$ cat config.mk
export PLATFORM = sky130hd
export DESIGN_NAME = ctue_encoder
export DESIGN_NICKNAME = d
export VERILOG_FILES = /design/src/ctue_pkg.sv /design/src/ctue_line_clamp.sv /design/src/ctue_defer_slot.sv /design/src/ctue_encoder.sv
export SDC_FILE = /design/constraint.sdc
export NUM_CORES = 1
export LEC_CHECK = 0
export BUFFER_PORTS_ARGS = -buffer_cell sky130_fd_sc_hd__buf_2
export CORE_ASPECT_RATIO = 2
export CORE_MARGIN = 2
export CORE_UTILIZATION = 35
export CTS_CLUSTER_SIZE = 20
export DETAILED_ROUTE_END_ITERATION = 6
export PLACE_DENSITY_LB_ADDON = 0.2
export SLEW_MARGIN = 20
export SYNTH_ARGS = -nofsm -noshare
export SYNTH_HDL_FRONTEND = slang
export SYNTH_HIERARCHICAL = 1
export SYNTH_SLANG_ARGS = --single-unit
$ cat constraint.sdc
create_clock -name pclk -period 5.5 [get_ports pclk]
set_input_delay 0.825 -clock pclk [delete_from_list [all_inputs] [get_ports pclk]]
set_output_delay 0.825 -clock pclk [all_outputs]
set_load 0.01 [all_outputs]
$ cat src/ctue_pkg.sv
// Purpose: Shared constants for the contact timecode user-bit encoder
// Assumes: APB register map with one 32-bit word per register
// Notes: Line numbers are absolute video line numbers
package ctue_pkg;
  // Register byte offsets
  localparam logic [7:0] CTUE_CTRL_OFS = 8'h00;
  localparam logic [7:0] CTUE_DELAY_OFS = 8'h04;
  localparam logic [7:0] CTUE_GEN_OFS = 8'h08;
  localparam logic [7:0] CTUE_RDR_OFS = 8'h0C;
  localparam logic [7:0] CTUE_STAT_OFS = 8'h10;
  // Control fields
  localparam int CTUE_MODE_BIT = 0;
  localparam int CTUE_STD_LSB = 4;
  localparam int CTUE_STD_W = 5;
  // Line setting field positions (first in low byte, second at bit 8)
  localparam int CTUE_LN_W = 6;
  localparam int CTUE_LN2_LSB = 8;
  // Delay
  localparam int CTUE_DLY_W = 10;
  localparam logic [9:0] CTUE_DLY_RST = 10'h000;
  // Line ranges and defaults
  localparam logic [5:0] CTUE_LN_MIN_525 = 6'h0A;
  localparam logic [5:0] CTUE_LN_MIN_625 = 6'h06;
  localparam logic [5:0] CTUE_LN_MAX = 6'h20;
  localparam logic [5:0] CTUE_GEN1_525 = 6'h0E;
  localparam logic [5:0] CTUE_GEN2_525 = 6'h10;
  localparam logic [5:0] CTUE_GEN1_625 = 6'h13;
  localparam logic [5:0] CTUE_GEN2_625 = 6'h15;
  localparam logic [5:0] CTUE_RDS_525 = 6'h0A;
  localparam logic [5:0] CTUE_RDE_525 = 6'h14;
  localparam logic [5:0] CTUE_RDS_625 = 6'h06;
  localparam logic [5:0] CTUE_RDE_625 = 6'h15;
  // Contact codes, first user-bit data byte
  localparam int CTUE_NCONT = 6;
  localparam logic [7:0] CTUE_CODE_BASE = 8'h80;
  // Deferred code: kind field in byte 1 bits 1:0, zero means immediate pattern
  localparam logic [1:0] CTUE_KIND_IMM = 2'h0;
  localparam logic [1:0] CTUE_KIND_ANN = 2'h1;
  localparam logic [1:0] CTUE_KIND_ACT = 2'h2;
  // Video standards
  typedef enum logic [4:0] {
    CTUE_STD_AUTO, CTUE_STD_1035_60, CTUE_STD_1035_59, CTUE_STD_1P30,
    CTUE_STD_1P29, CTUE_STD_1P25, CTUE_STD_1P24, CTUE_STD_1P23,
    CTUE_STD_720_60, CTUE_STD_720_59, CTUE_STD_1I60, CTUE_STD_1I59,
    CTUE_STD_1I50, CTUE_STD_1S24, CTUE_STD_1S23, CTUE_STD_525,
    CTUE_STD_625
  } ctue_std_t;
endpackage : ctue_pkg

$ cat src/ctue_line_clamp.sv
// Purpose: Clamp a written line number into the range of the standard
// Assumes: Combinational helper
// Notes: Used for every line setting
`timescale 1ns/1ps
module ctue_line_clamp (
  input wire logic [5:0] line_in,
  input wire logic is_625,
  output logic [5:0] line_out
);
  logic [5:0] lo;
  always_comb begin
    lo = is_625 ? ctue_pkg::CTUE_LN_MIN_625 : ctue_pkg::CTUE_LN_MIN_525;
    if (line_in < lo) begin
      line_out = lo;
    end else if (line_in > ctue_pkg::CTUE_LN_MAX) begin
      line_out = ctue_pkg::CTUE_LN_MAX;
    end else begin
      line_out = line_in;
    end
  end
endmodule : ctue_line_clamp

$ cat src/ctue_defer_slot.sv
// Purpose: Frame countdown for one contact input in deferred mode
// Assumes: frame_pulse is one cycle per frame
// Notes: Arms on a rising contact, fires once the delay has elapsed
`timescale 1ns/1ps
module ctue_defer_slot #(
  parameter int DW = 10
) (
  input wire logic pclk,
  input wire logic presetn,
  input wire logic frame_pulse,
  input wire logic start,
  input wire logic [DW-1:0] delay,
  output logic busy,
  output logic fire
);
  typedef struct packed {
    logic busy;
    logic [DW-1:0] cnt;
  } ctue_slot_t;
  ctue_slot_t s_q, s_d;
  // Fire is due on the frame itself, so the act code lands exactly delay
  // frames after the announce, when the decoder countdown runs out
  always_comb begin
    s_d = s_q;
    fire = 1'b0;
    if (start && !s_q.busy) begin
      if (delay == '0) begin
        fire = 1'b1;
      end else begin
        s_d.busy = 1'b1;
        s_d.cnt = delay;
      end
    end else if (s_q.busy && frame_pulse) begin
      if (s_q.cnt <= DW'(1)) begin
        s_d.busy = 1'b0;
        fire = 1'b1;
      end else begin
        s_d.cnt = s_q.cnt - 1'b1;
      end
    end
  end
  always_ff @(posedge pclk or negedge presetn) begin
    if (!presetn) begin
      s_q <= '0;
    end else begin
      s_q <= s_d;
    end
  end
  assign busy = s_q.busy;
endmodule : ctue_defer_slot

$ cat src/ctue_encoder.sv
// Purpose: Contact-closure to timecode user-bit encoder with APB registers
// Assumes: Frame and line strobes and timecode words from the video path
// Notes: Timecode words are 64-bit: time bits and four user-bit bytes
//
// Design decisions made here: the APB register port and the register offsets.
`timescale 1ns/1ps
module ctue_encoder (
  input wire logic pclk,
  input wire logic presetn,
  input wire logic [31:0] paddr,
  input wire logic psel,
  input wire logic penable,
  input wire logic pwrite,
  input wire logic [31:0] pwdata,
  output logic [31:0] prdata,
  output logic pready,
  output logic pslverr,
  input wire logic [5:0] contact_input_n,
  input wire logic frame_pulse,
  input wire logic line_pulse,
  input wire logic [5:0] line_number,
  input wire logic [4:0] detected_standard,
  input wire logic tc_in_valid,
  input wire logic [63:0] tc_in,
  output logic [63:0] tc_out,
  output logic tc_out_valid,
  output logic tc_out_is_atc
);
  localparam int NC = ctue_pkg::CTUE_NCONT;
  localparam int DW = ctue_pkg::CTUE_DLY_W;

  typedef struct packed {
    logic [31:0] prdata;
    logic pready;
    logic pslverr;
    logic deferred;
    ctue_pkg::ctue_std_t std_sel;
    logic [DW-1:0] delay;
    logic [5:0] gen1;
    logic [5:0] gen2;
    logic [5:0] rd_start;
    logic [5:0] rd_end;
    logic tc_seen;
    logic tc_seen_frame;
    logic [NC-1:0] prev;
    logic [7:0] ann_bits;
    logic [7:0] act_bits;
    logic [31:0] gen_time;
    logic [63:0] tc_out;
    logic tc_out_valid;
    logic tc_out_is_atc;
    logic last_625;
  } ctue_state_t;
  ctue_state_t s_q, s_d;

  logic [NC-1:0] closed;
  logic [NC-1:0] start_vec;
  logic [NC-1:0] busy_vec;
  logic [NC-1:0] fire_vec;
  logic [5:0] gen1_c, gen2_c, rds_c, rde_c;
  ctue_pkg::ctue_std_t eff_std;
  logic is_sd, is_625;
  logic [7:0] addr8;

  assign closed = ~contact_input_n;
  // Upper address bits set fold onto an unmapped offset
  assign addr8 = (paddr[31:8] == 24'h0) ? paddr[7:0] : 8'hFF;
  // Auto follows the detector; a forced value overrides it
  assign eff_std = (s_q.std_sel == ctue_pkg::CTUE_STD_AUTO) ?
    ctue_pkg::ctue_std_t'(detected_standard) : s_q.std_sel;
  assign is_625 = eff_std == ctue_pkg::CTUE_STD_625;
  assign is_sd = is_625 || eff_std == ctue_pkg::CTUE_STD_525;

  // Deferred slot arms on the frame a contact first closes
  assign start_vec = s_q.deferred ? (closed & ~s_q.prev) & {NC{frame_pulse}}
                                  : '0;

  for (genvar i = 0; i < NC; i++) begin : g_slot
    ctue_defer_slot #(.DW(DW)) u_slot (
      .pclk(pclk),
      .presetn(presetn),
      .frame_pulse(frame_pulse),
      .start(start_vec[i]),
      .delay(s_q.delay),
      .busy(busy_vec[i]),
      .fire(fire_vec[i])
    );
  end

  ctue_line_clamp u_cl_g1 (.line_in(pwdata[5:0]), .is_625(is_625),
    .line_out(gen1_c));
  ctue_line_clamp u_cl_g2 (.line_in(pwdata[13:8]), .is_625(is_625),
    .line_out(gen2_c));
  ctue_line_clamp u_cl_rs (.line_in(pwdata[5:0]), .is_625(is_625),
    .line_out(rds_c));
  ctue_line_clamp u_cl_re (.line_in(pwdata[13:8]), .is_625(is_625),
    .line_out(rde_c));

  function automatic logic [7:0] code_of(input logic [NC-1:0] v);
    // Bit n of the byte flags input n+1, top bit marks a contact code
    code_of = (v == '0) ? 8'h00 : (ctue_pkg::CTUE_CODE_BASE | {2'b00, v});
  endfunction : code_of

  logic [7:0] imm_byte;
  logic [7:0] ann_now, act_now;
  logic [31:0] ubits;
  logic in_gen_line, in_rd_window;
  logic wr_acc, rd_acc;

  always_comb begin
    // Held contacts OR together so none is dropped
    imm_byte = code_of(closed);
    ann_now = frame_pulse ? code_of(start_vec) : s_q.ann_bits;
    act_now = frame_pulse ? code_of(fire_vec) : s_q.act_bits;
    ubits = '0;
    if (!s_q.deferred) begin
      ubits[7:0] = imm_byte;
      ubits[9:8] = ctue_pkg::CTUE_KIND_IMM;
    end else if (act_now != 8'h00) begin
      ubits[7:0] = act_now;
      ubits[9:8] = ctue_pkg::CTUE_KIND_ACT;
    end else if (ann_now != 8'h00) begin
      // Announce carries which inputs and the delay in frames
      ubits[7:0] = ann_now;
      ubits[9:8] = ctue_pkg::CTUE_KIND_ANN;
      ubits[25:16] = s_q.delay;
    end
    // Single line when both settings match is automatic here
    in_gen_line = line_pulse && (line_number == s_q.gen1 ||
                                 line_number == s_q.gen2);
    in_rd_window = line_pulse && line_number >= s_q.rd_start &&
                   line_number <= s_q.rd_end;
    wr_acc = psel && penable && pwrite;
    rd_acc = psel && penable && !pwrite;
  end

  always_comb begin
    s_d = s_q;
    s_d.pready = psel && penable && !s_q.pready;
    s_d.pslverr = 1'b0;
    s_d.tc_out_valid = 1'b0;
    s_d.last_625 = is_625;
    // Reload the per-standard defaults when the SD standard changes
    if (is_625 != s_q.last_625) begin
      s_d.gen1 = is_625 ? ctue_pkg::CTUE_GEN1_625 : ctue_pkg::CTUE_GEN1_525;
      s_d.gen2 = is_625 ? ctue_pkg::CTUE_GEN2_625 : ctue_pkg::CTUE_GEN2_525;
      s_d.rd_start = is_625 ? ctue_pkg::CTUE_RDS_625
                            : ctue_pkg::CTUE_RDS_525;
      s_d.rd_end = is_625 ? ctue_pkg::CTUE_RDE_625 : ctue_pkg::CTUE_RDE_525;
    end
    if (psel && penable && !s_q.pready) begin
      if (wr_acc || rd_acc) begin
        unique case (addr8)
          ctue_pkg::CTUE_CTRL_OFS: begin
            if (pwrite) begin
              s_d.deferred = pwdata[ctue_pkg::CTUE_MODE_BIT];
              s_d.std_sel = ctue_pkg::ctue_std_t'(pwdata[
                ctue_pkg::CTUE_STD_LSB +: ctue_pkg::CTUE_STD_W]);
            end
          end
          ctue_pkg::CTUE_DELAY_OFS: begin
            if (pwrite) begin
              s_d.delay = pwdata[DW-1:0];
            end
          end
          ctue_pkg::CTUE_GEN_OFS: begin
            if (pwrite) begin
              s_d.gen1 = gen1_c;
              s_d.gen2 = gen2_c;
            end
          end
          ctue_pkg::CTUE_RDR_OFS: begin
            if (pwrite) begin
              s_d.rd_start = rds_c;
              // End follows start upward rather than inverting
              s_d.rd_end = (rds_c > rde_c) ? rds_c : rde_c;
            end
          end
          ctue_pkg::CTUE_STAT_OFS: begin
            s_d.pslverr = pwrite;
          end
          default: begin
            s_d.pslverr = 1'b1;
          end
        endcase
      end
      if (!pwrite) begin
        unique case (addr8)
          ctue_pkg::CTUE_CTRL_OFS: s_d.prdata = {23'h0, s_q.std_sel,
            3'h0, s_q.deferred};
          ctue_pkg::CTUE_DELAY_OFS: s_d.prdata = {22'h0, s_q.delay};
          ctue_pkg::CTUE_GEN_OFS: s_d.prdata = {18'h0, s_q.gen2, 2'h0,
            s_q.gen1};
          ctue_pkg::CTUE_RDR_OFS: s_d.prdata = {18'h0, s_q.rd_end, 2'h0,
            s_q.rd_start};
          ctue_pkg::CTUE_STAT_OFS: s_d.prdata = {16'h0, 2'h0, busy_vec,
            1'h0, eff_std, is_sd, s_q.tc_seen};
          default: s_d.prdata = 32'h0000_0000;
        endcase
      end
    end

    // Frame boundary: latch deferred events, note timecode presence
    if (frame_pulse) begin
      s_d.prev = closed;
      s_d.ann_bits = ann_now;
      s_d.act_bits = act_now;
      s_d.tc_seen = s_q.tc_seen_frame;
      s_d.tc_seen_frame = 1'b0;
      s_d.gen_time = s_q.gen_time + 32'h0000_0001;
    end

    if (tc_in_valid && (!is_sd || in_rd_window)) begin
      // Pass time bits, replace only the user bits
      s_d.tc_seen_frame = 1'b1;
      s_d.tc_out = {tc_in[63:32], ubits};
      s_d.tc_out_valid = 1'b1;
      s_d.tc_out_is_atc = !is_sd;
    end else if (!s_q.tc_seen && (is_sd ? in_gen_line : frame_pulse)) begin
      // Local timecode when nothing arrives, kind per format
      s_d.tc_out = {s_q.gen_time, ubits};
      s_d.tc_out_valid = 1'b1;
      s_d.tc_out_is_atc = !is_sd;
    end
  end

  always_ff @(posedge pclk or negedge presetn) begin
    if (!presetn) begin
      s_q <= '0;
      s_q.std_sel <= ctue_pkg::CTUE_STD_AUTO;
      s_q.delay <= ctue_pkg::CTUE_DLY_RST;
      s_q.gen1 <= ctue_pkg::CTUE_GEN1_525;
      s_q.gen2 <= ctue_pkg::CTUE_GEN2_525;
      s_q.rd_start <= ctue_pkg::CTUE_RDS_525;
      s_q.rd_end <= ctue_pkg::CTUE_RDE_525;
    end else begin
      s_q <= s_d;
    end
  end

  assign prdata = s_q.prdata;
  assign pready = s_q.pready;
  assign pslverr = s_q.pslverr;
  assign tc_out = s_q.tc_out;
  assign tc_out_valid = s_q.tc_out_valid;
  assign tc_out_is_atc = s_q.tc_out_is_atc;
endmodule : ctue_encoder

==> impl_metrics.py <==
metrics = {
    "placement": {
        "routabilityCongestion": 0.9064,
        "dpl.hpwl_mm": 31.58,
        "dp.cells": 2100,
        "place.port_buffers": 172,
        "placed_area_um2": 15170,
    },
    "die": {
        "fp.coreArea_um2": 40990,
        "rows": 105,
        "fp.dieH_um": 291.6,
        "die_area_um2": 43110,
        "die_x_um": 147.8,
        "start_util_pct": 35.32,
        "top_level_ports": 253,
    },
    "synthesis": {
        "ys.flop_type": "dfrtp_1",
        "netlist_area_um2": 14480,
        "synth_cell_types": 77,
        "synth-edff-count": 0,
        "yosys.area_share.adder_pct": 3.439,
        "yosysSeqAreaShare_pct": 40.34,
        "synth-compound-area-share_pct": 19.65,
        "yosysWarningCount": 6,
        "muxShareOfSynthArea_pct": 6.680,
        "synthSimpleGateAreaFrac_pct": 17.51,
        "ys_ff_latch": 233,
        "synthCells": 1521,
        "async_reset_ff_share_pct": 100.0,
        "synth_top_family_by_area": "compound AO/OA/AOI/OAI gates",
        "yosys.area_share.xor_xnor_pct": 2.601,
        "avgSynthCellArea_um2": 9.519,
    },
    "min_path": {
        "worstHoldPathType": "in2async",
    },
    "timing": {
        "hold_slack_ns": 0.3178,
        "fin_tns_setup_ns": 0,
        "slew_headroom_pct": 29.55,
        "tightest_slew_ns": 1.047,
        "fmax_ghz": 0.2358,
        "final-setup-viol-count": 0,
        "hold_viol_final": 0,
        "layout_min_cycle_time_ns": 4.240,
        "slew_violations": 0,
        "rsz0062_at_grt": "false",
        "period_share_pct": 77.09,
        "fin_skew_ns": 0.01788,
    },
    "layout": {
        "synthToLayoutAreaGrowth_pct": 10.08,
        "regArea_um2": 5841,
        "final_area_um2": 15940,
        "stdcell_count": 2141,
        "n_antenna_cell": 0,
        "fill_cells": 4210,
        "final_nets": 1782,
        "layout_common_cells": "dfrtp_1 (225), buf_2 (171), nor2_1 (163), a21oi_1 (98), nand2_1 (91)",
        "final_layout_size_suffix_gt1_share_pct": 23.29,
        "multi_input_area_um2": 7350,
        "final_common_cell": "dfrtp_1",
    },
    "critical_path": {
        "startpoint_type": "register",
        "crit_path_end_kind": "register",
        "cp_data_arrival_time_ns": 4.63,
        "cp_max_fo": 10,
        "reg2reg_depth": 17,
        "required_ns": 5.89,
        "path_class": "reg2reg",
    },
    "clocking": {
        "cts.reportedPaths.clkPinSlew_ns": 0.07,
        "cts_tree": "built",
        "htree_levels": 1,
        "ctsResizeCount": 0,
        "post_cts_buffers": 0,
        "cts_made_buffers": 23,
        "cts_buffer_depth": 3,
        "clk_latency_ns": 0.54,
        "cts.sinks": 233,
        "root_buffer": "clkbuf_16",
        "cts_hold_buf": 0,
    },
    "flow_run": {
        "max_cap_viol_count": 0,
    },
    "grt": {
        "grt-ovfl-total": 0,
        "grt_first_pass_wirelength_mm": 67.12,
        "grt_max_degree": 95,
        "antenna_found_initial": 1,
        "grtUsageTotal_pct": 19.54,
        "grt_pass1_vias": 11970,
    },
    "power_and_ir_drop": {
        "p_int_mw": 2.963,
        "p_seq_share_pct": 47.2,
        "pwr_density_cell_nw_per_um2": 254.0,
        "power_mw": 4.049,
        "p_switching_mw": 1.086,
        "vdd_drop_max_v": 0.0001358,
        "power.share.combinational_pct": 12.1,
        "p_sw_share_pct": 26.83,
        "p_leak_nw": 7.270,
        "pwr-share-clk_pct": 40.6,
    },
    "outcome": {
        "status": "completed",
    },
    "drt": {
        "via_count": 11820,
        "wl_per_cell_um": 20.15,
        "routed_wl_mm": 43.14,
        "dr.first_iter.drc_count": 822,
        "drt-pass1-iter-count": 6,
        "via_per_inst": 5.522,
        "drc": 0,
        "antenna_left": 0,
    },
}
## registers in the layout (all words and copies together) (netlist names)
register            flops
s_q                    97
g_slot.u_slot/s_q      60
tc_out                 52
prdata                 14
g_slot.u_slot/busy      6
pready                  1
pslverr                 1
tc_out_is_atc           1
tc_out_valid            1
## logic make-up after synthesis
kind of cell	count (synthesis)
simple gates	480
mux	87
flops	233
buf+inv	249
compound gates	388
xor+xnor	43
other cells	1
fa+ha+maj	40
## path summary, 6_finish.rpt
kind,endpoint,startpoint,slack (ns)
min reg2reg,prdata[2],prdata[2],0.47
min in group pclk,prdata[2],prdata[2],0.47
max,s_q[123],s_q[159],1.26
max reg2reg,s_q[123],s_q[159],1.26
min,g_slot[4].u_slot/s_q[7],presetn,0.32
max in group asynchronous,g_slot[3].u_slot/s_q[7],presetn,3.82
## area by class of cell
class                   instances  share of cell area (%)
inverters                      73                   1.719
clock inverters                11                  0.7222
well taps                     535                   4.200
clock buffers                  30                   4.090
multi-input cells            1068                   46.11
repair buffers                191                   6.515
flip-flops and latches        233                   36.64
## worst max-delay path, stage by stage, from the launching register on
cell      delay, ns
dfrtp_1        0.44
nor2_2         0.22
nand2_1        0.07
or3_1          0.55
inv_2          0.24
inv_1          0.07
ha_1           0.29
a21o_1         0.21
a211oi_4       0.33
mux2i_1        0.42
ha_1           0.32
and4_1         0.20
nand3_1        0.07
o21ai_0        0.07
a21oi_1        0.17
buf_4          0.17
mux2i_1        0.19
a21oi_1        0.08
## stage by stage
stage	setup WS, ns	util [%]
final	1.260	38.89
after global routing	0.8536	38.89
after floorplan	0.6217	-
after CTS	1.220	38.89
after global placement	0.8558	37.01
after detailed placement	0.8291	37.01
## cell usage after synthesis, types with 8 or more instances
library cell  instances  area (um^2)
clkbuf_1             42        157.7
nand4_1              18        112.6
buf_4               106        795.8
a31o_2                8        70.07
nor3_1               26        130.1
o22a_2               36        360.4
nor2b_1              19        118.9
dfstp_2               8        210.2
and4_1               11        96.34
mux2_4               13        195.2
dfrtp_1             225         5630
inv_1                71        266.5
nor2_1              163        611.8
a21o_1               14        105.1
nand2b_1             17        106.4
a222oi_1             12        120.1
and3_1               13        81.33
ha_1                 39        488.0
a21oi_1              98        490.5
a31oi_1              45        281.5
a211oi_1             43        322.8
nand2_1              91        341.6
nor4_1               21        131.4
or3_1                 9        56.30
nor3b_1              12        90.09
and2_1               11        68.82
xor2_1                9        78.83
xnor2_1              34        297.8
o21ai_0              31        155.2
o22ai_1              13        81.33
mux2_2               25        281.5
mux2i_1              49        490.5
buf_2                13        65.06
nand3_1              31        155.2
## routing by layer
layer | vias up | GRT usage [%] | routed length, um
met2 | 344 | 36.81 | 22900
met3 | 111 | 1.875 | 1781
met4 | 2 | 9.686 | 2270
met5 | - | 0 | 11
li1 | 5556 | - | -
met1 | 5810 | 21.54 | 16180
## power groups by stage
stage                     Sequential, mW  Clock, mW  Combinational, mW
after floorplan                     1.90          0              0.382
after global placement              1.94          0              0.490
after detailed placement            1.95          0              0.499
after CTS                           1.91       1.70              0.501
after global routing                1.92       1.75              0.551
final                               1.91       1.65              0.491
(Power assumes the default switching activity.)
